<file path="src/logic/card_seq_pkg.sv">
`default_nettype none
package card_seq_pkg;
  // timing
  localparam int unsigned PCLK_PERIOD_NS = 20;
  localparam int unsigned VCC_SETTLE_NS  = 10000;
  localparam int unsigned DEACT_NS       = 10000;
  localparam logic [23:0] VCC_SETTLE_CYC =
    24'((VCC_SETTLE_NS + PCLK_PERIOD_NS - 1) / PCLK_PERIOD_NS);
  localparam logic [23:0] DEACT_CYC =
    24'((DEACT_NS + PCLK_PERIOD_NS - 1) / PCLK_PERIOD_NS);
  localparam logic [23:0] RST_LOW_CLKS  = 24'h000190;
  localparam logic [8:0]  ETU_CLKS      = 9'h174;
  localparam logic [8:0]  HALF_ETU_CLKS = 9'h0BA;
  localparam logic [4:0]  HALF_MIN      = 5'h05;
  localparam logic [4:0]  HALF_MAX      = 5'h19;
  localparam logic [1:0]  CORRUPT_LIMIT = 2'h3;

  // supply classes, index equals indicator bit
  localparam int unsigned NUM_CLASSES = 5;
  localparam logic [2:0]  CLS_A = 3'h0;
  localparam logic [2:0]  CLS_C = 3'h2;

  // answer framing
  localparam logic [7:0] TS_DIRECT      = 8'h3B;
  localparam logic [7:0] TS_INVERSE_RAW = 8'h03;
  localparam logic [3:0] CLASS_GRP_MIN  = 4'h3;

  // register offsets
  localparam logic [11:0] ADDR_CTRL     = 12'h000;
  localparam logic [11:0] ADDR_CFG      = 12'h004;
  localparam logic [11:0] ADDR_TIMEOUT  = 12'h008;
  localparam logic [11:0] ADDR_STATUS   = 12'h00C;
  localparam logic [11:0] ADDR_IRQ_STAT = 12'h010;
  localparam logic [11:0] ADDR_IRQ_MASK = 12'h014;

  // fields
  localparam int unsigned CTRL_START  = 0;
  localparam int unsigned CTRL_DEACT  = 1;
  localparam int unsigned CTRL_ALLOW  = 2;
  localparam int unsigned CTRL_WARM   = 3;
  localparam int unsigned CFG_HALF_LO = 8;
  localparam int unsigned IRQ_READY   = 0;
  localparam int unsigned IRQ_REJECT  = 1;
  localparam int unsigned IRQ_NOATR   = 2;
  localparam int unsigned IRQ_CORRUPT = 3;
  localparam int unsigned IRQ_RECLASS = 4;
  localparam int unsigned IRQ_W       = 5;

  // reset values
  localparam logic [4:0]  TERM_CLS_RST = 5'h07;
  localparam logic [4:0]  HALF_RST     = 5'h0A;
  localparam logic [23:0] TIMEOUT_RST  = 24'h00A000;

  typedef struct packed {
    logic       vcc_en;
    logic [4:0] vcc_class;
    logic       rst_n;
    logic       clk;
    logic       io_out;
    logic       io_oe;
  } card_pins_t;

  typedef enum logic [2:0] {
    S_IDLE   = 3'b000,
    S_POWER  = 3'b001,
    S_RSTLOW = 3'b010,
    S_ATR    = 3'b011,
    S_DEACT  = 3'b100,
    S_READY  = 3'b101
  } seq_state_t;

  typedef enum logic [2:0] {
    P_TS    = 3'b000,
    P_T0    = 3'b001,
    P_IFACE = 3'b010,
    P_HIST  = 3'b011,
    P_TCK   = 3'b100,
    P_DONE  = 3'b101
  } parse_state_t;
endpackage
`default_nettype wire
</file>
<file path="src/logic/atr_rx.sv">
`timescale 1ns/100ps
`default_nettype none
module atr_rx (
  // clock and reset
  input  wire logic       pclk,
  input  wire logic       presetn,
  // control and timing
  input  wire logic       en,
  input  wire logic       tick,
  input  wire logic       line,
  // received character
  output logic            valid_q,
  output logic [8:0]      raw_q
);
  logic       prev_q;
  logic       busy_q;
  logic [8:0] cnt_q;
  logic [3:0] bit_q;
  logic [8:0] sh_q;

  // bit timing counts card clock ticks, one etu is 372 of them
  always_ff @(posedge pclk or negedge presetn) begin
    if (!presetn) begin
      prev_q  <= 1'b1;
      busy_q  <= 1'b0;
      cnt_q   <= 9'h000;
      bit_q   <= 4'h0;
      sh_q    <= 9'h000;
      raw_q   <= 9'h000;
      valid_q <= 1'b0;
    end else if (!en) begin
      prev_q  <= 1'b1;
      busy_q  <= 1'b0;
      cnt_q   <= 9'h000;
      bit_q   <= 4'h0;
      valid_q <= 1'b0;
    end else begin
      prev_q  <= line;
      valid_q <= 1'b0;
      if (!busy_q) begin
        if (prev_q && !line) begin
          busy_q <= 1'b1;
          cnt_q  <= 9'h000;
          bit_q  <= 4'h0;
        end
      end else if (tick) begin
        cnt_q <= cnt_q + 9'h001;
        if (bit_q == 4'h0) begin
          // mid start bit: a glitch that went high again is dropped
          if (cnt_q == card_seq_pkg::HALF_ETU_CLKS - 9'h001) begin
            cnt_q  <= 9'h000;
            busy_q <= ~line;
            bit_q  <= 4'h1;
          end
        end else if (cnt_q == card_seq_pkg::ETU_CLKS - 9'h001) begin
          cnt_q <= 9'h000;
          sh_q  <= {line, sh_q[8:1]};
          bit_q <= bit_q + 4'h1;
          if (bit_q == 4'h9) begin
            busy_q  <= 1'b0;
            valid_q <= 1'b1;
            raw_q   <= {line, sh_q[8:1]};
          end
        end
      end
    end
  end
endmodule
`default_nettype wire

</file>
<file path="src/logic/card_clk_gen.sv">
`timescale 1ns/100ps
`default_nettype none
module card_clk_gen (
  // clock and reset
  input  wire logic       pclk,
  input  wire logic       presetn,
  // control
  input  wire logic       en,
  input  wire logic [4:0] half,
  // card clock out
  output logic            clk_q,
  output logic            tick_q
);
  logic [4:0] cnt_q;
  logic [4:0] half_c;
  logic       wrap;

  // clamp keeps the card clock inside 1..5 MHz whatever software writes
  always_comb begin
    half_c = half;
    if (half < card_seq_pkg::HALF_MIN) half_c = card_seq_pkg::HALF_MIN;
    if (half > card_seq_pkg::HALF_MAX) half_c = card_seq_pkg::HALF_MAX;
    wrap = (cnt_q == half_c - 5'h01);
  end

  // equal high and low halves give 50 % duty, inside 40..60 %
  always_ff @(posedge pclk or negedge presetn) begin
    if (!presetn) begin
      cnt_q  <= 5'h00;
      clk_q  <= 1'b0;
      tick_q <= 1'b0;
    end else if (!en) begin
      cnt_q  <= 5'h00;
      clk_q  <= 1'b0;
      tick_q <= 1'b0;
    end else begin
      cnt_q  <= wrap ? 5'h00 : cnt_q + 5'h01;
      clk_q  <= wrap ? ~clk_q : clk_q;
      tick_q <= wrap & ~clk_q;
    end
  end
endmodule
`default_nettype wire

</file>
<file path="src/logic/card_seq.sv">
`timescale 1ns/100ps
`default_nettype none
module card_seq (
  // clock and reset
  input  wire logic                     pclk,
  input  wire logic                     presetn,
  // apb slave
  input  wire logic [11:0]              paddr,
  input  wire logic                     psel,
  input  wire logic                     penable,
  input  wire logic                     pwrite,
  input  wire logic [31:0]              pwdata,
  output logic [31:0]                   prdata,
  output logic                          pready,
  output logic                          pslverr,
  // interrupt
  output logic                          irq,
  // card contacts
  output card_seq_pkg::card_pins_t      card,
  input  wire logic                     card_io_in
);
  card_seq_pkg::seq_state_t   state_q;
  card_seq_pkg::parse_state_t pst_q;

  logic [4:0]  term_cls_q;
  logic [4:0]  half_q;
  logic [23:0] timeout_q;
  logic        allow_up_q;
  localparam int unsigned IRQ_W_L = card_seq_pkg::IRQ_W;
  logic [IRQ_W_L-1:0] irq_stat_q;
  logic [IRQ_W_L-1:0] irq_mask_q;

  logic [2:0]  cur_q;
  logic [1:0]  corrupt_q;
  logic [23:0] cnt_q;
  logic        react_q;
  logic        reject_q;
  logic        warm_q;
  logic        got_byte_q;
  logic [IRQ_W_L-1:0] ev;

  logic        io_s1_q;
  logic        io_s2_q;
  logic        clk_q;
  logic        tick;
  logic        rx_valid;
  logic [8:0]  rx_raw;

  logic        inv_q;
  logic [3:0]  ymask_q;
  logic [3:0]  grp_q;
  logic [3:0]  hist_q;
  logic        tck_need_q;
  logic [7:0]  xor_q;
  logic [4:0]  card_cls_q;
  logic        cls_seen_q;
  logic        p_good;
  logic        p_bad;

  logic        wr;
  logic        setup;
  logic        hit;
  logic [31:0] rdata;

  // picks the lowest-voltage class in a mask: highest index A..C wins
  function automatic logic [3:0] lowest_class(input logic [4:0] m);
    logic [3:0] r;
    r = 4'h0;
    for (int i = 0; i <= int'(card_seq_pkg::CLS_C); i++) begin
      if (m[i]) r = {1'b1, 3'(i)};
    end
    return r;
  endfunction

  // undoes inverse convention: bit order reversed and levels inverted
  function automatic logic [7:0] decode(input logic [7:0] raw, input logic inv);
    logic [7:0] r;
    r = raw;
    if (inv) begin
      for (int i = 0; i < 8; i++) r[i] = ~raw[7-i];
    end
    return r;
  endfunction

  // apb decode, zero wait states, data registered in the setup cycle
  assign setup  = psel & ~penable;
  assign wr     = psel & penable & pwrite;
  assign pready = 1'b1;

  always_comb begin
    hit   = 1'b1;
    rdata = 32'h0000_0000;
    case (paddr)
      card_seq_pkg::ADDR_CTRL:     rdata[card_seq_pkg::CTRL_ALLOW] = allow_up_q;
      card_seq_pkg::ADDR_CFG:      rdata = {19'h00000, half_q, 3'h0, term_cls_q};
      card_seq_pkg::ADDR_TIMEOUT:  rdata = {8'h00, timeout_q};
      card_seq_pkg::ADDR_STATUS:   rdata = {7'h00, card_cls_q, 3'h0, cls_seen_q, 2'h0,
                                            corrupt_q, 1'b0, cur_q, 2'h0, warm_q,
                                            reject_q, 1'b0, 3'(state_q)};
      card_seq_pkg::ADDR_IRQ_STAT: rdata = {27'h0000000, irq_stat_q};
      card_seq_pkg::ADDR_IRQ_MASK: rdata = {27'h0000000, irq_mask_q};
      default:                     hit = 1'b0;
    endcase
  end

  always_ff @(posedge pclk or negedge presetn) begin
    if (!presetn) begin
      prdata  <= 32'h0000_0000;
      pslverr <= 1'b0;
    end else if (setup) begin
      prdata  <= pwrite ? 32'h0000_0000 : rdata;
      pslverr <= ~hit;
    end
  end

  // configuration registers
  always_ff @(posedge pclk or negedge presetn) begin
    if (!presetn) begin
      term_cls_q <= card_seq_pkg::TERM_CLS_RST;
      half_q     <= card_seq_pkg::HALF_RST;
      timeout_q  <= card_seq_pkg::TIMEOUT_RST;
      allow_up_q <= 1'b0;
      irq_mask_q <= '0;
    end else if (wr) begin
      case (paddr)
        card_seq_pkg::ADDR_CTRL:     allow_up_q <= pwdata[card_seq_pkg::CTRL_ALLOW];
        card_seq_pkg::ADDR_CFG: begin
          term_cls_q <= pwdata[4:0];
          half_q     <= pwdata[card_seq_pkg::CFG_HALF_LO +: 5];
        end
        card_seq_pkg::ADDR_TIMEOUT:  timeout_q <= pwdata[23:0];
        card_seq_pkg::ADDR_IRQ_MASK: irq_mask_q <= pwdata[IRQ_W_L-1:0];
        default: ;
      endcase
    end
  end

  // sticky events, a new event beats a same-cycle write-one clear
  always_ff @(posedge pclk or negedge presetn) begin
    if (!presetn) begin
      irq_stat_q <= '0;
    end else begin
      irq_stat_q <= (irq_stat_q & ~((wr && paddr == card_seq_pkg::ADDR_IRQ_STAT) ?
                     pwdata[IRQ_W_L-1:0] : '0)) | ev;
    end
  end

  assign irq = |(irq_stat_q & irq_mask_q);

  // the card's I/O line comes from another domain
  always_ff @(posedge pclk or negedge presetn) begin
    if (!presetn) begin
      io_s1_q <= 1'b1;
      io_s2_q <= 1'b1;
    end else begin
      io_s1_q <= card_io_in;
      io_s2_q <= io_s1_q;
    end
  end

  // card clock is made here, the card has no timing source of its own
  card_clk_gen u_clk (
    .pclk    (pclk),
    .presetn (presetn),
    .en      (state_q == card_seq_pkg::S_RSTLOW || state_q == card_seq_pkg::S_ATR ||
              state_q == card_seq_pkg::S_READY),
    .half    (half_q),
    .clk_q   (clk_q),
    .tick_q  (tick)
  );

  atr_rx u_rx (
    .pclk    (pclk),
    .presetn (presetn),
    .en      (state_q == card_seq_pkg::S_ATR),
    .tick    (tick),
    .line    (io_s2_q),
    .valid_q (rx_valid),
    .raw_q   (rx_raw)
  );

  // answer parser: TS, T0, interface groups, historical bytes, check byte
  always_ff @(posedge pclk or negedge presetn) begin
    if (!presetn) begin
      pst_q      <= card_seq_pkg::P_TS;
      inv_q      <= 1'b0;
      ymask_q    <= 4'h0;
      grp_q      <= 4'h0;
      hist_q     <= 4'h0;
      tck_need_q <= 1'b0;
      xor_q      <= 8'h00;
      card_cls_q <= 5'h00;
      cls_seen_q <= 1'b0;
      p_good     <= 1'b0;
      p_bad      <= 1'b0;
    end else if (state_q != card_seq_pkg::S_ATR) begin
      pst_q      <= card_seq_pkg::P_TS;
      inv_q      <= 1'b0;
      tck_need_q <= 1'b0;
      xor_q      <= 8'h00;
      p_good     <= 1'b0;
      p_bad      <= 1'b0;
      if (state_q == card_seq_pkg::S_POWER) begin
        card_cls_q <= 5'h00;
        cls_seen_q <= 1'b0;
      end
    end else begin
      p_good <= 1'b0;
      p_bad  <= 1'b0;
      if (rx_valid && pst_q != card_seq_pkg::P_DONE) begin
        if (pst_q == card_seq_pkg::P_TS) begin
          // convention is learned from TS itself
          if (rx_raw[7:0] == card_seq_pkg::TS_DIRECT && rx_raw[8]) begin
            inv_q <= 1'b0;
            pst_q <= card_seq_pkg::P_T0;
          end else if (rx_raw[7:0] == card_seq_pkg::TS_INVERSE_RAW && rx_raw[8]) begin
            inv_q <= 1'b1;
            pst_q <= card_seq_pkg::P_T0;
          end else begin
            p_bad <= 1'b1;
            pst_q <= card_seq_pkg::P_DONE;
          end
        end else if ((^rx_raw) != inv_q) begin
          p_bad <= 1'b1;
          pst_q <= card_seq_pkg::P_DONE;
        end else begin
          logic [7:0] b;
          logic [3:0] m;
          b = decode(rx_raw[7:0], inv_q);
          m = ymask_q;
          xor_q <= xor_q ^ b;
          case (pst_q)
            card_seq_pkg::P_T0: begin
              m      = b[7:4];
              hist_q <= b[3:0];
              grp_q  <= 4'h1;
            end
            card_seq_pkg::P_IFACE: begin
              if (m[0]) begin
                m[0] = 1'b0;
                if (grp_q >= card_seq_pkg::CLASS_GRP_MIN) begin
                  card_cls_q <= b[card_seq_pkg::NUM_CLASSES-1:0];
                  cls_seen_q <= 1'b1;
                end
              end else if (m[1]) begin
                m[1] = 1'b0;
              end else if (m[2]) begin
                m[2] = 1'b0;
              end else begin
                m     = b[7:4];
                grp_q <= grp_q + 4'h1;
                if (b[3:0] != 4'h0) tck_need_q <= 1'b1;
              end
            end
            card_seq_pkg::P_HIST: hist_q <= hist_q - 4'h1;
            default: ;
          endcase
          ymask_q <= m;
          if (pst_q == card_seq_pkg::P_TCK) begin
            pst_q  <= card_seq_pkg::P_DONE;
            p_good <= ((xor_q ^ b) == 8'h00);
            p_bad  <= ((xor_q ^ b) != 8'h00);
          end else if (m != 4'h0) begin
            pst_q <= card_seq_pkg::P_IFACE;
          end else if ((pst_q == card_seq_pkg::P_HIST) ? (hist_q > 4'h1) :
                       ((pst_q == card_seq_pkg::P_T0) ? (b[3:0] != 4'h0) : (hist_q != 4'h0))) begin
            pst_q <= card_seq_pkg::P_HIST;
          end else if (tck_need_q || (pst_q == card_seq_pkg::P_IFACE && !m[3] &&
                       ymask_q[3] && b[3:0] != 4'h0)) begin
            pst_q <= card_seq_pkg::P_TCK;
          end else begin
            pst_q  <= card_seq_pkg::P_DONE;
            p_good <= 1'b1;
          end
        end
      end
    end
  end

  // sequencer: power, reset low, answer, then accept, retry or reject
  always_ff @(posedge pclk or negedge presetn) begin
    if (!presetn) begin
      state_q    <= card_seq_pkg::S_IDLE;
      cur_q      <= card_seq_pkg::CLS_C;
      corrupt_q  <= 2'h0;
      cnt_q      <= 24'h000000;
      react_q    <= 1'b0;
      reject_q   <= 1'b0;
      warm_q     <= 1'b0;
      got_byte_q <= 1'b0;
      ev         <= '0;
    end else begin
      logic [3:0] pick;
      pick = lowest_class(term_cls_q);
      ev <= '0;
      cnt_q <= cnt_q + 24'h000001;
      if (wr && paddr == card_seq_pkg::ADDR_CTRL && pwdata[card_seq_pkg::CTRL_DEACT] &&
          state_q != card_seq_pkg::S_IDLE) begin
        state_q <= card_seq_pkg::S_DEACT;
        react_q <= 1'b0;
        cnt_q   <= 24'h000000;
      end else begin
        case (state_q)
          card_seq_pkg::S_IDLE, card_seq_pkg::S_READY: begin
            if (wr && paddr == card_seq_pkg::ADDR_CTRL && pwdata[card_seq_pkg::CTRL_START]) begin
              corrupt_q <= 2'h0;
              warm_q    <= 1'b0;
              if (state_q == card_seq_pkg::S_READY) begin
                state_q <= card_seq_pkg::S_DEACT; // fresh cold start
                react_q <= pick[3];
                cur_q   <= pick[2:0];
                reject_q <= ~pick[3];
              end else if (pick[3]) begin
                cur_q    <= pick[2:0];
                reject_q <= 1'b0;
                state_q  <= card_seq_pkg::S_POWER;
              end else begin
                reject_q <= 1'b1;
                ev[card_seq_pkg::IRQ_REJECT] <= 1'b1;
              end
              cnt_q <= 24'h000000;
            end else if (state_q == card_seq_pkg::S_READY && wr &&
                         paddr == card_seq_pkg::ADDR_CTRL && pwdata[card_seq_pkg::CTRL_WARM]) begin
              warm_q  <= 1'b1;
              state_q <= card_seq_pkg::S_RSTLOW;
              cnt_q   <= 24'h000000;
            end
          end
          card_seq_pkg::S_POWER: begin
            warm_q <= 1'b0;
            if (cnt_q == card_seq_pkg::VCC_SETTLE_CYC - 24'h000001) begin
              state_q <= card_seq_pkg::S_RSTLOW;
              cnt_q   <= 24'h000000;
            end
          end
          card_seq_pkg::S_RSTLOW: begin
            cnt_q <= cnt_q + {23'h000000, tick};
            if (tick && cnt_q == card_seq_pkg::RST_LOW_CLKS - 24'h000001) begin
              state_q    <= card_seq_pkg::S_ATR;
              cnt_q      <= 24'h000000;
              got_byte_q <= 1'b0;
            end
          end
          card_seq_pkg::S_ATR: begin
            cnt_q <= rx_valid ? 24'h000000 : cnt_q + {23'h000000, tick};
            if (rx_valid) got_byte_q <= 1'b1;
            if (warm_q && (p_bad || p_good || cnt_q >= timeout_q)) begin
              state_q  <= p_good ? card_seq_pkg::S_READY : card_seq_pkg::S_DEACT;
              react_q  <= 1'b0;
              reject_q <= ~p_good;
              ev[card_seq_pkg::IRQ_READY]  <= p_good;
              ev[card_seq_pkg::IRQ_REJECT] <= ~p_good;
              cnt_q    <= 24'h000000;
            end else if (p_good) begin
              corrupt_q <= 2'h0;
              if (cls_seen_q && !card_cls_q[cur_q]) begin
                logic [3:0] alt;
                alt = lowest_class(card_cls_q & term_cls_q);
                state_q  <= card_seq_pkg::S_DEACT;
                react_q  <= alt[3];
                cur_q    <= alt[3] ? alt[2:0] : cur_q;
                reject_q <= ~alt[3];
                ev[card_seq_pkg::IRQ_RECLASS] <= alt[3];
                ev[card_seq_pkg::IRQ_REJECT]  <= ~alt[3];
              end else begin
                state_q <= card_seq_pkg::S_READY;
                ev[card_seq_pkg::IRQ_READY] <= 1'b1;
              end
              cnt_q <= 24'h000000;
            end else if (p_bad || (got_byte_q && cnt_q >= timeout_q)) begin
              ev[card_seq_pkg::IRQ_CORRUPT] <= 1'b1;
              state_q <= card_seq_pkg::S_DEACT;
              cnt_q   <= 24'h000000;
              if (corrupt_q + 2'h1 < card_seq_pkg::CORRUPT_LIMIT) begin
                corrupt_q <= corrupt_q + 2'h1;
                react_q   <= 1'b1;
              end else if (allow_up_q && cur_q != card_seq_pkg::CLS_A &&
                           term_cls_q[cur_q - 3'h1]) begin
                corrupt_q <= 2'h0;
                cur_q     <= cur_q - 3'h1;
                react_q   <= 1'b1;
              end else begin
                react_q  <= 1'b0;
                reject_q <= 1'b1;
                ev[card_seq_pkg::IRQ_REJECT] <= 1'b1;
              end
            end else if (!got_byte_q && cnt_q >= timeout_q) begin
              ev[card_seq_pkg::IRQ_NOATR] <= 1'b1;
              state_q   <= card_seq_pkg::S_DEACT;
              cnt_q     <= 24'h000000;
              corrupt_q <= 2'h0;
              if (cur_q != card_seq_pkg::CLS_A && term_cls_q[cur_q - 3'h1]) begin
                cur_q   <= cur_q - 3'h1;
                react_q <= 1'b1;
              end else begin
                react_q  <= 1'b0;
                reject_q <= 1'b1;
                ev[card_seq_pkg::IRQ_REJECT] <= 1'b1;
              end
            end
          end
          card_seq_pkg::S_DEACT: begin
            // supply fully off before any reactivation
            if (cnt_q == card_seq_pkg::DEACT_CYC - 24'h000001) begin
              state_q <= react_q ? card_seq_pkg::S_POWER : card_seq_pkg::S_IDLE;
              cnt_q   <= 24'h000000;
            end
          end
          default: state_q <= card_seq_pkg::S_IDLE;
        endcase
      end
    end
  end

  // contact drive; I/O is held low only while the card is unpowered
  always_ff @(posedge pclk or negedge presetn) begin
    if (!presetn) begin
      card.vcc_en    <= 1'b0;
      card.vcc_class <= 5'h00;
      card.rst_n     <= 1'b0;
      card.io_out    <= 1'b0;
      card.io_oe     <= 1'b1;
    end else begin
      card.vcc_en    <= state_q != card_seq_pkg::S_IDLE && state_q != card_seq_pkg::S_DEACT;
      card.vcc_class <= 5'h01 << cur_q;
      card.rst_n     <= state_q == card_seq_pkg::S_ATR || state_q == card_seq_pkg::S_READY;
      card.io_out    <= 1'b0;
      card.io_oe     <= state_q == card_seq_pkg::S_IDLE || state_q == card_seq_pkg::S_DEACT;
    end
  end

  assign card.clk = clk_q;
endmodule
`default_nettype wire

</file>
<file path="config.mk">
export PLATFORM = sky130hd
export DESIGN_NAME = card_seq
export DESIGN_NICKNAME = d
export VERILOG_FILES = /design/src/logic/card_seq_pkg.sv /design/src/logic/atr_rx.sv /design/src/logic/card_clk_gen.sv /design/src/logic/card_seq.sv
export SDC_FILE = /design/constraint.sdc
export NUM_CORES = 1
export LEC_CHECK = 0
export ABC_AREA = 1
export BUFFER_PORTS_ARGS = -buffer_cell sky130_fd_sc_hd__buf_4
export CAP_MARGIN = 20
export CORE_ASPECT_RATIO = 0.5
export CORE_MARGIN = 2
export CORE_UTILIZATION = 40
export CTS_BUF_LIST = sky130_fd_sc_hd__clkbuf_4
export CTS_CLUSTER_DIAMETER = 200
export CTS_CLUSTER_SIZE = 14
export DETAILED_ROUTE_END_ITERATION = 10
export PLACE_DENSITY = 0.54
export SLEW_MARGIN = 10
export SYNTH_ARGS = -nofsm -noshare
export SYNTH_HDL_FRONTEND = slang
export SYNTH_SLANG_ARGS = --single-unit
</file>
<file path="constraint.sdc">
create_clock -name pclk -period 3 [get_ports pclk]
set_clock_uncertainty 0.15 [all_clocks]
set_input_delay 0.6 -clock pclk [delete_from_list [all_inputs] [get_ports pclk]]
set_output_delay 0.6 -clock pclk [all_outputs]
set_load 0.1 [all_outputs]
</file>
# Word level (Yosys, flattened, before mapping)
# Cells that the tools add are included.
[totals]
ff_bits = 203
in_bits = 50
out_inout_bits = 45
wordCells = 488
[classes]
n_addsub = 10
magnitude_cmp = 8
n_eq_ne = 67
n_shift = 1
muxes = 241
bitwise = 30
reduce_logical = 87
[op_table]
columns = ["op", "count"]
rows = [
  ["two-way mux 24 bit", 10],
  ["two-way mux 1 bit", 110],
  ["one-hot mux 22 bit (5 select lines)", 1],
  ["two-way mux 3 bit", 36],
  ["two-way mux 4 bit", 25],
  ["one-hot mux 24 bit (4 select lines)", 1],
  ["two-way mux 8 bit", 9],
  ["two-way mux 5 bit", 14],
  ["two-way mux 9 bit", 7],
  ["== test 24 x 9 -> 1 bit, second input constant", 2],
  ["!= test 5 bit, second input constant", 7],
  ["!= test 3 bit, second input constant", 11],
  ["two-way mux 32 bit", 1],
  ["!= test 4 bit, second input constant", 8],
  ["adder 24 x 1 -> 24 bit", 1],
  ["adder 24 x 1 -> 24 bit, second input constant", 1],
  ["== test 12 x 4 -> 1 bit, second input constant", 2],
  ["== test 12 x 5 -> 1 bit, second input constant", 2],
  [">= comparator 24 bit", 1],
  ["logical AND 1 bit", 24],
  ["two-way mux 2 bit", 12],
  ["one-hot mux 4 bit (2 select lines)", 3],
  ["AND reduction 8 bit", 3],
  ["nonzero test 2 bit", 11],
  ["64 further kinds", 142],
]

# Longest topological paths before layout
# Gate-level depths: netlist of run 1.
[logic_depth]
word_depth = 27
ltp_mapped = 18
depth_no_buf = 18

# Hierarchy
# A second synthesis of run 1 with hierarchy kept.
[hier_totals]
cells_unflattened = 1511
hier_area_um2 = 11753.8
[modules_own_cells]
columns = ["mod", "n_inst", "cells_each", "area_each_um2", "seq_area_each_um2"]
rows = [
  ["card_seq", 1, 1246, 9628.0, 3892.5],
  ["atr_rx", 1, 195, 1612.8, 827.0],
  ["card_clk_gen", 1, 70, 513.0, 175.2],
]

# Worst setup path before layout of run 1
# Ideal clock, no wire load.
[synth_path]
kind = "flip-flop to output port"
startpoint = "reg irq_stat_q[0]"
endpoint = "out irq"
arrival_time_ns = 1.932
required_ns = 2.250
slack_ns = 0.318
path_stages_with_launch = 3
n_path_buf = 0
cell_sequence = "dfrtp_1 > inv_1 > o221ai_1"
[synth_between]
elab_chain_len = 2
[synth_lines]
columns = ["item", "line_no", "rtl"]
rows = [
  ["start: declaration", "card_seq.sv:30", "logic [IRQ_W_L-1:0] irq_stat_q;"],
  ["start signal: assignment", "card_seq.sv:143", "irq_stat_q <= (irq_stat_q & ~((wr && paddr == card_seq_pkg::ADDR_IRQ_STAT) ?"],
  ["AND 5 bit", "card_seq.sv:148", "assign irq = |(irq_stat_q & irq_mask_q);"],
  ["OR reduction 5 bit", "card_seq.sv:148", ""],
  ["end: declaration", "card_seq.sv:17", "output logic irq,"],
]
# No other way between the ends.

# Worst setup path in the final report of run 1
[layout_path]
startpoint = "reg timeout_q[13]"
endpoint = "reg cur_q[2]"
[layout_between]
elab_chain_len = 7
elab_cells_between_ends = 16
classes_between = "order compare: 1; eq/ne: 5; mux: 4; reduce/logical: 6"
[layout_lines]
columns = ["item", "line_no", "rtl"]
rows = [
  ["start: declaration", "card_seq.sv:27", "logic [23:0] timeout_q;"],
  ["start signal: assignment", "card_seq.sv:121", "timeout_q <= card_seq_pkg::TIMEOUT_RST;"],
  ["start signal: assignment", "card_seq.sv:131", "card_seq_pkg::ADDR_TIMEOUT: timeout_q <= pwdata[23:0];"],
  [">= comparator 24 bit (*)", "card_seq.sv:347, card_seq.sv:370, card_seq.sv:387", ""],
  ["logical AND 1 bit", "card_seq.sv:370", "end else if (p_bad || (got_byte_q && cnt_q >= timeout_q)) begin"],
  ["logical OR 1 bit", "card_seq.sv:370", ""],
  ["two-way mux 3 bit", "card_seq.sv:370", ""],
  ["two-way mux 3 bit", "card_seq.sv:354", "end else if (p_good) begin"],
  ["two-way mux 3 bit", "card_seq.sv:347", "if (warm_q && (p_bad || p_good || cnt_q >= timeout_q)) begin"],
  ["one-hot mux 3 bit (2 select lines)", "card_seq.sv:303", "case (state_q)"],
  ["end signal: assignment", "card_seq.sv:311", "cur_q <= pick[2:0];"],
  ["end signal: assignment", "card_seq.sv:361", "cur_q <= alt[3] ? alt[2:0] : cur_q;"],
  ["end signal: assignment", "card_seq.sv:380", "cur_q <= cur_q - 3'h1;"],
  ["end: declaration", "card_seq.sv:33", "logic [2:0] cur_q;"],
]
# Mark *: on every way between the ends. The rest lies on a longest branch, timed or not. The select of a mux whose other input is x is not followed.
# A chain may end at the register's enable or synchronous reset.

==> metrics.md, run 1 <==
| Metric | Value |
|---|---|
| Max-cap violations | `0` |
| Residual antenna-violating net count after detailed routing | `0` |
| Routed WL per cell | `16.3 um` |
| CTS tree | `built` |
| Port Buffers | `77` |
| Compound-gate portion of the synthesized area | `12.5%` |
| Hold Worst Slack | `0.0601 ns` |
| Fin Setup TNS | `0 ns` |
| CTS buffer count | `17` |
| Hold WC Path Type | `in2reg` |
| Pins over their slew limit | `0` |
| Drt initial violations | `797` |
| Number of global-route vias before repair | `9755` |
| Worst-skew pair later-pin latency | `0.64 ns` |
| Final setup violation count | `0` |
| Horiz. Die Dim | `242 um` |
| Post-synthesis area per instance | `7.87 um^2` |
| Root buf cell | `sky130_fd_sc_hd__clkbuf_4` |
| Worst Path Arrival | `3.16 ns` |
| Post-route non-filler standard cell count | `1969` |
| Row count | `43` |
| Overall die area | `29900 um^2` |
| Switching share of power | `29.1%` |
| Level count of the clock H-tree | `4` |
| Dpl hpwl | `25000 um` |
| Register bit total from synthesis | `195` |
| Power Internal | `3310 uW` |
| Synth Area in Simple Gates | `24.0%` |
| Cell Area, Placed | `12600 um^2` |
| Total leakage power | `0.00614 uW` |
| Worst reg2reg setup slack | `0.25 ns` |
| Proportion of register bits with asynchronous set or reset after synthesis | `100%` |
| Part of the power in the clock network | `32.2%` |
| Core area | `27800 um^2` |
| Number of warnings printed during yosys synthesis | `0` |
| Via-per-instance ratio | `5.08` |
| Global route total overflow | `0` |
| Cell count of the worst hold path | `3` |
| Part of the cycle the worst path needs | `91.6%` |
| Number of enable-type register cells in the synthesized netlist | `0` |
| Synth cell types | `53` |
| Critical path type | `reg2reg` |
| Reg-to-Reg End | `cur_q[2]$_DFFE_PN0P_` |
| Adder and majority cell fraction of the synthesized area | `5.40%` |
| Beginning of the worst register-to-register path | `timeout_q[13]$_DFFE_PN1P_` |
| Placed cell count | `1919` |
| Proportion of synthesized area in mux cells | `1.57%` |
| Overall die height | `123 um` |
| Sequential Power Share | `58.2%` |
| Top-level port count | `95` |
| Layout-stage area growth over the synthesis result | `15.3%` |
| Post-synthesis instance total | `1443` |
| Hold Crit Endpoint | `half_q[1]$_DFFE_PN1P_` |
| Number of sinks driven by the clock tree | `195` |
| Min-delay src | `pwdata[9]` |
| Total Nets Final | `1672` |
| Number of buffers between clock root and the deepest sink | `2` |
| Cells on worst reg2reg path | `19` |
| Crit-path max FO | `4` |
| Combinational family with the most area after synthesis | `simple AND/OR/NAND/NOR gates` |
| Router iterations before antenna repair | `5` |
| Status | `complete, no violations` |
| Post-synthesis sequential area ratio | `43.1%` |
| Weighted congestion at the end of routability-driven global placement | `0.962` |
| Worst-case vdd ir drop | `219 uV` |
| GRT Overall Usage | `22.5%` |
| Portion of total power attributed to combinational logic | `9.6%` |
| Worst-case headroom to the max-slew limit | `57.8%` |
| Pin count of the biggest net entering global routing | `71` |
| Data required, critical path | `3.41 ns` |
| Crit. End Element | `flip-flop` |
| Routed Wire Length | `32200 um` |
| Clk pin slew, worst setup/hold paths | `0.17 ns` |
| Number of antenna violations at the first check in global routing | `1` |
| First-pass GRT wire length | `52400 um` |
| DRC violations left | `0` |
| Pwr per Cell Area | `357 nW/um^2` |
| Switching power | `1360 uW` |
| Final Hold Fails | `0` |
| Post-Syn Area | `11400 um^2` |
| Vias after detailed routing | `10006` |
| Share of post-route cells with drive strength above 1 | `13.6%` |
| Most common flop cell mapped by yosys | `sky130_fd_sc_hd__dfrtp_1` |
| Effective utilization at floorplan | `40.9%` |
| Utilization of the core after routing | `47.1%` |
| Share of the synthesized netlist area taken by xor and xnor gates | `4.47%` |
| Least-Margin Pin Slew | `0.632 ns` |
| Fin crit period | `2.75 ns` |
| Max Clock Freq | `364 MHz` |
| Final Instance Area | `13100 um^2` |
| Startpoint Class | `flip-flop` |
-- worst max-delay path, cell delays in order (launching register included) --
cell	delay [ns]
sky130_fd_sc_hd__dfstp_2	0.56
sky130_fd_sc_hd__inv_1	0.06
sky130_fd_sc_hd__ha_1	0.30
sky130_fd_sc_hd__nand2_1	0.07
sky130_fd_sc_hd__nand2_1	0.05
sky130_fd_sc_hd__nand2_1	0.05
sky130_fd_sc_hd__nand2_1	0.05
sky130_fd_sc_hd__nand2_1	0.06
sky130_fd_sc_hd__nand3_1	0.09
sky130_fd_sc_hd__nor2_1	0.12
sky130_fd_sc_hd__buf_4	0.17
sky130_fd_sc_hd__nand3_1	0.10
sky130_fd_sc_hd__nand2_1	0.12
sky130_fd_sc_hd__inv_1	0.06
sky130_fd_sc_hd__nand2_1	0.08
sky130_fd_sc_hd__nand3_1	0.13
sky130_fd_sc_hd__nor2_2	0.21
sky130_fd_sc_hd__nand2_1	0.11
sky130_fd_sc_hd__nand2_1	0.07
sky130_fd_sc_hd__nand2_1	0.05
-- cells by family after synthesis --
kind of cell	Yosys count
and+or+nand+nor	622
DFF	195
AOI/OAI and AO/OA	245
adders and majority gates	49
other	2
buffers and inverters	256
muxes	16
xor gates and xnor gates	58
-- cell type report --
type,instances,area [um^2]
antenna,1,2.50
clock buffer,17,128
inverter,223,837
sequential,195,4890
tap,382,478
multi-input combinational,999,5490
timing repair buffer,137,1110
fill,2750,14700
clock inverter,15,159
-- worst max-delay path by stage --
| stage | startpoint | endpoint | cells past startpoint |
|---|---|---|---|
| finish | timeout_q[13]$_DFFE_PN1P_ | cur_q[2]$_DFFE_PN0P_ | 19 |
| global route | timeout_q[15]$_DFFE_PN1P_ | state_q[0]$_DFFE_PN0P_ | 18 |
| CTS | timeout_q[15]$_DFFE_PN1P_ | corrupt_q[1]$_DFFE_PN0P_ | 17 |
| detailed placement | paddr[7] | cur_q[2]$_DFFE_PN0P_ | 17 |
| global placement | paddr[7] | cur_q[0]$_DFFE_PN0P_ | 17 |
| floorplan | irq_stat_q[0]$_DFF_PN0_ | irq | 2 |
-- synthesized netlist by cell type (11+ instances only) --
| master | count | share of area [%] |
|---|---|---|
| sky130_fd_sc_hd__nand3_1 | 84 | 3.7 |
| sky130_fd_sc_hd__a21oi_1 | 37 | 1.6 |
| sky130_fd_sc_hd__nor2_1 | 131 | 4.3 |
| sky130_fd_sc_hd__dfstp_2 | 12 | 2.8 |
| sky130_fd_sc_hd__nand2_1 | 311 | 10 |
| sky130_fd_sc_hd__o21ai_0 | 117 | 5.2 |
| sky130_fd_sc_hd__xor2_1 | 50 | 3.9 |
| sky130_fd_sc_hd__nor3_1 | 26 | 1.1 |
| sky130_fd_sc_hd__inv_1 | 212 | 7.0 |
| sky130_fd_sc_hd__nor4_1 | 11 | 0.61 |
| sky130_fd_sc_hd__o211ai_1 | 12 | 0.79 |
| sky130_fd_sc_hd__dfrtp_1 | 183 | 40 |
| sky130_fd_sc_hd__clkbuf_1 | 13 | 0.43 |
| sky130_fd_sc_hd__nand4_1 | 29 | 1.6 |
| sky130_fd_sc_hd__ha_1 | 49 | 5.4 |
| sky130_fd_sc_hd__o22ai_1 | 35 | 1.9 |
| sky130_fd_sc_hd__mux2_2 | 15 | 1.5 |
-- layer usage --
layer	part of all wire [%]	GRT usage, %	wire, um	vias to the layer above
met3	4.7	3.97	1500	23
met5	0	0	0	-
met4	1.1	5.71	343	0
met2	46	36.8	14700	182
met1	49	31.2	15600	4826
li1	-	-	-	4975
-- cells in the final DEF, fill, tap and decap left out, types with 11 or more instances in the layout --
cell / Yosys / routed
sky130_fd_sc_hd__o22ai_1: 35 / 35
sky130_fd_sc_hd__nor4_1: 11 / 11
sky130_fd_sc_hd__o211ai_1: 12 / 12
sky130_fd_sc_hd__nand3_1: 84 / 84
sky130_fd_sc_hd__a21oi_1: 37 / 36
sky130_fd_sc_hd__inv_1: 212 / 212
sky130_fd_sc_hd__clkbuf_4: 0 / 17
sky130_fd_sc_hd__dfrtp_1: 183 / 183
sky130_fd_sc_hd__buf_4: 10 / 116
sky130_fd_sc_hd__ha_1: 49 / 49
sky130_fd_sc_hd__dfstp_2: 12 / 12
sky130_fd_sc_hd__xor2_1: 50 / 50
sky130_fd_sc_hd__nor3_1: 26 / 26
sky130_fd_sc_hd__nand2_1: 311 / 311
sky130_fd_sc_hd__nor2_1: 131 / 130
sky130_fd_sc_hd__nand4_1: 29 / 29
sky130_fd_sc_hd__o21ai_0: 117 / 117
sky130_fd_sc_hd__dlygate4sd3_1: 0 / 17
sky130_fd_sc_hd__mux2_2: 15 / 15
-- flip-flops by register name (all words and copies together) (netlist names), 4 cells and up --
name,flops
prdata,25
cnt_q,24
timeout_q,24
u_rx.cnt_q,9
u_rx.raw_q,9
card,8
u_rx.sh_q,8
xor_q,8
card_cls_q,5
ev,5
half_q,5
irq_mask_q,5
irq_stat_q,5
term_cls_q,5
u_clk.cnt_q,5
grp_q,4
hist_q,4
u_rx.bit_q,4
ymask_q,4
-- stage by stage --
stage	power, uW	setup WS, ns
6_report	4670	0.252
4_1_cts	4750	0.197
3_5_place_dp	3200	0.179
5_1_grt	4900	-0.00675
2_1_floorplan	3020	0.318
3_3_place_gp	3190	0.210
-- power by group through the flow --
| stage | clock network [uW] | registers, uW | logic (uW) |
|---|---|---|---|
| 6_report | 1510 | 2720 | 448 |
| 5_1_grt | 1670 | 2730 | 510 |
| 4_1_cts | 1580 | 2720 | 451 |
| 3_5_place_dp | 0 | 2770 | 430 |
| 3_3_place_gp | 0 | 2770 | 425 |
| 2_1_floorplan | 0 | 2760 | 264 |
-- timing repair --
item / in CTS / in global routing
setup endpoints to repair: 0 / 7
gates resized for setup: 0 / 2
hold endpoints to repair: 78 / 0
buffers inserted: 0 / 0
hold buffers: 17 / 0
No activity file was read; power rests on OpenSTA's default activity.
==> inputs of run 2 (changes only) <==
--- a/config.mk
+++ b/config.mk
@@ -5,7 +5,7 @@
 export SDC_FILE = /design/constraint.sdc
 export NUM_CORES = 1
 export LEC_CHECK = 0
-export ABC_AREA = 1
+export ABC_AREA = 0
 export BUFFER_PORTS_ARGS = -buffer_cell sky130_fd_sc_hd__buf_4
 export CAP_MARGIN = 20
 export CORE_ASPECT_RATIO = 0.5
==> run 2 against run 1 <==
Net effect:
- via count decreased by 1.7%
- sequential power increased by 10%
- final cell count decreased by 8.4%
- sequential cell count unchanged
- core utilization increased by 2.5 points
- global-route usage decreased by 0.69 points
- non-clock buffer count increased by 83
- critical path type unchanged
- critical endpoint unchanged
==> metrics.md, run 2 <==
| Metric | Value |
|---|---|
| First-pass GRT wire length | `50700 um` |
| Placed cell count | `1730` |
| Number of enable-type register cells in the synthesized netlist | `0` |
| Root buf cell | `sky130_fd_sc_hd__clkbuf_4` |
| Startpoint Class | `flip-flop` |
| Proportion of register bits with asynchronous set or reset after synthesis | `100%` |
| Core area | `27800 um^2` |
| Horiz. Die Dim | `242 um` |
| Synth top area cells | `sky130_fd_sc_hd__dfrtp_1 41%, sky130_fd_sc_hd__ha_1 5.4%, sky130_fd_sc_hd__o21ai_0 5.1%, sky130_fd_sc_hd__nand2_1 5.0%, sky130_fd_sc_hd__nor2_1 3.3%` |
| Worst Path Arrival | `3.40 ns` |
| Least-Margin Pin Slew | `0.677 ns` |
| Drt initial violations | `960` |
| Cell type with the highest aggregate area in the netlist | `sky130_fd_sc_hd__dfrtp_1` |
| Most common library cell in the layout ignoring fill and taps | `sky130_fd_sc_hd__buf_4` |
| Number of buffers between clock root and the deepest sink | `2` |
| Max-cap violations | `0` |
| Pwr per Cell Area | `555 nW/um^2` |
| Crit-path max FO | `4` |
| Pin count of the biggest net entering global routing | `60` |
| Share of post-route cells with drive strength above 1 | `25.2%` |
| Effective utilization at floorplan | `40.7%` |
| GRT Overall Usage | `21.8%` |
| Overall die area | `29700 um^2` |
| Layout-stage area growth over the synthesis result | `21.8%` |
| Commonest non-fill, non-tap cells in the layout | `197 x sky130_fd_sc_hd__buf_4, 183 x sky130_fd_sc_hd__dfrtp_1, 151 x sky130_fd_sc_hd__nand2_1` |
| Status | `complete, no violations` |
| Utilization of the core after routing | `49.6%` |
| Max FFs per register | `25` |
| Hold WC Path Type | `in2reg` |
| Routed WL per cell | `17.7 um` |
| RSZ-0062 raised after global routing | `yes` |
| Register bit total from synthesis | `195` |
| Post-synthesis sequential area ratio | `43.3%` |
| Dpl hpwl | `23700 um` |
| Vias after detailed routing | `9836` |
| Row count | `43` |
| Crit. End Element | `flip-flop` |
| Most common flop cell mapped by yosys | `sky130_fd_sc_hd__dfrtp_1` |
| Number of global-route vias before repair | `9478` |
| Number of sinks driven by the clock tree | `195` |
| Share of Yosys cell area claimed by the top area cell type | `40.5%` |
| Post-route non-filler standard cell count | `1803` |
| Overall die height | `123 um` |
| Top-level port count | `95` |
| Part of the cycle the worst path needs | `99.9%` |
| Global route total overflow | `0` |
| Clk pin slew, worst setup/hold paths | `0.18 ns` |
| Dominant cell by count in the synthesized netlist | `sky130_fd_sc_hd__dfrtp_1` |
| Max Clock Freq | `334 MHz` |
| Fin crit period | `3.00 ns` |
| Post-Syn Area | `11300 um^2` |
| CTS tree | `built` |
| Hold Worst Slack | `0.0513 ns` |
| Level count of the clock H-tree | `4` |
| Worst-case headroom to the max-slew limit | `54.9%` |
| Register with the most flip-flops | `prdata` |
| Routed Wire Length | `31900 um` |
| Final setup violation count | `0` |
| Weighted congestion at the end of routability-driven global placement | `0.878` |
| Residual antenna-violating net count after detailed routing | `0` |
| Number of antenna violations at the first check in global routing | `1` |
| Synth cell types | `98` |
| Router iterations before antenna repair | `5` |
| Final Hold Fails | `0` |
| Total leakage power | `0.00633 uW` |
| Top Registers | `prdata (25), cnt_q (24), timeout_q (24)` |
| Critical path type | `reg2reg` |
| Worst-skew pair later-pin latency | `0.62 ns` |
| Total Nets Final | `1507` |
| # fillers | `2661` |
| Post-synthesis area per instance | `9.24 um^2` |
| Worst-case vdd ir drop | `285 uV` |
| Data required, critical path | `3.40 ns` |
| CTS buffer count | `17` |
| DRC violations left | `0` |
| Most instantiated cells after synthesis | `183 x sky130_fd_sc_hd__dfrtp_1, 151 x sky130_fd_sc_hd__nand2_1, 115 x sky130_fd_sc_hd__o21ai_0, 99 x sky130_fd_sc_hd__nor2_1, 61 x sky130_fd_sc_hd__inv_1` |
| Via-per-instance ratio | `5.46` |
| Pins over their slew limit | `0` |
| Port Buffers | `77` |
| Post-synthesis instance total | `1223` |
| Number of warnings printed during yosys synthesis | `0` |
## run 2: cell types whose count changed in the layout (fill, tap and decap cells not counted), sizes merged, moves of 35 or more
| cell | before | now |
|---|---|---|
| nand2 | 314 | 154 |
| inv | 224 | 66 |
| buf | 119 | 202 |
| nand3 | 86 | 41 |
| nor2 | 142 | 102 |
| xor2 | 50 | 15 |
## run 2: path summary, 6_finish.rpt
kind                                     startpoint                        end  slack (ns)  cells past startpoint
min in group asynchronous                   presetn   u_rx.sh_q[4]$_DFFE_PN0P_        0.33                      2
hold / removal                           pwdata[20]  timeout_q[20]$_DFFE_PN0P_        0.05                      3
setup reg to reg           timeout_q[9]$_DFFE_PN0P_       cur_q[2]$_DFFE_PN0P_       0.002                     12
hold reg to reg                   io_s1_q$_DFF_PN1_          io_s2_q$_DFF_PN1_        0.22                      0
setup / recovery           timeout_q[9]$_DFFE_PN0P_       cur_q[2]$_DFFE_PN0P_       0.002                     12
max in group asynchronous                   presetn          card[0]$_DFF_PN1_        1.53                      3
## run 2: critical path, stage by stage (launching register included)
cell	delay, ns
sky130_fd_sc_hd__dfrtp_1	0.40
sky130_fd_sc_hd__inv_1	0.08
sky130_fd_sc_hd__ha_1	0.33
sky130_fd_sc_hd__a21oi_2	0.13
sky130_fd_sc_hd__o21ai_1	0.09
sky130_fd_sc_hd__a22oi_2	0.19
sky130_fd_sc_hd__nand2_2	0.12
sky130_fd_sc_hd__o41ai_4	0.46
sky130_fd_sc_hd__buf_4	0.19
sky130_fd_sc_hd__mux2i_2	0.07
sky130_fd_sc_hd__nand2b_4	0.15
sky130_fd_sc_hd__or4_4	0.49
sky130_fd_sc_hd__o21ai_2	0.07
## run 2: kinds of logic (layout without fill, tap and decap cells)
group,count (synthesis),count (layout),synth area share (%)
flip-flops,195,195,43.3
buffers and inverters,124,313,4.99
AND/OR/NAND/NOR,444,444,19.7
AO/OA/AOI/OAI,325,326,18.8
other,2,10,0.0665
adder cells (fa/ha/maj),50,50,5.51
XOR/XNOR,32,32,2.60
multiplexers,51,51,5.10
## run 2: repair_timing
item	CTS	global route
hold buffers	17	0
pin swaps	15	28
gates resized for setup	12	47
setup buffers	8	16
setup endpoints to repair	18	40
gates cloned	1	0
endpoints found under the hold margin	67	0
## run 2: through the flow
step	cell area [um^2]	setup TNS, ns	setup WS [ns]	total power, uW
global placement	12900	-0.220	-0.0752	5920
global route	13800	-0.524	-0.119	8110
detailed placement	12900	-0.381	-0.108	5950
CTS	13400	-0.0129	-0.0121	7610
finish	13800	0	0.00203	7640
floorplan	11300	0	0.142	4940
## run 2: area by class of cell
cell class	count	area, um^2	share of cell area, %
multi-input cells	912	6130	44.6
flip-flops and latches	195	4890	35.6
repair buffers	220	1740	12.6
well taps	382	478	3.47
inverters	62	235	1.71
clock inverters	14	154	1.12
clock buffers	17	128	0.927
diodes	1	2.50	0.0182
## run 2: report_power, final
group          total (uW)  switching, uW  internal [uW]
logic                3150           1950           1210
registers            3000            168           2830
clock network        1490            989            503
total                7640           3100           4540
## run 2: metal layers
metal	vias up	wire (um)	GRT usage (%)
met5	-	0	0
met4	0	375	5.75
met3	24	1620	3.85
met2	235	14500	34.5
met1	4849	15400	31.0
li1	4728	-	-
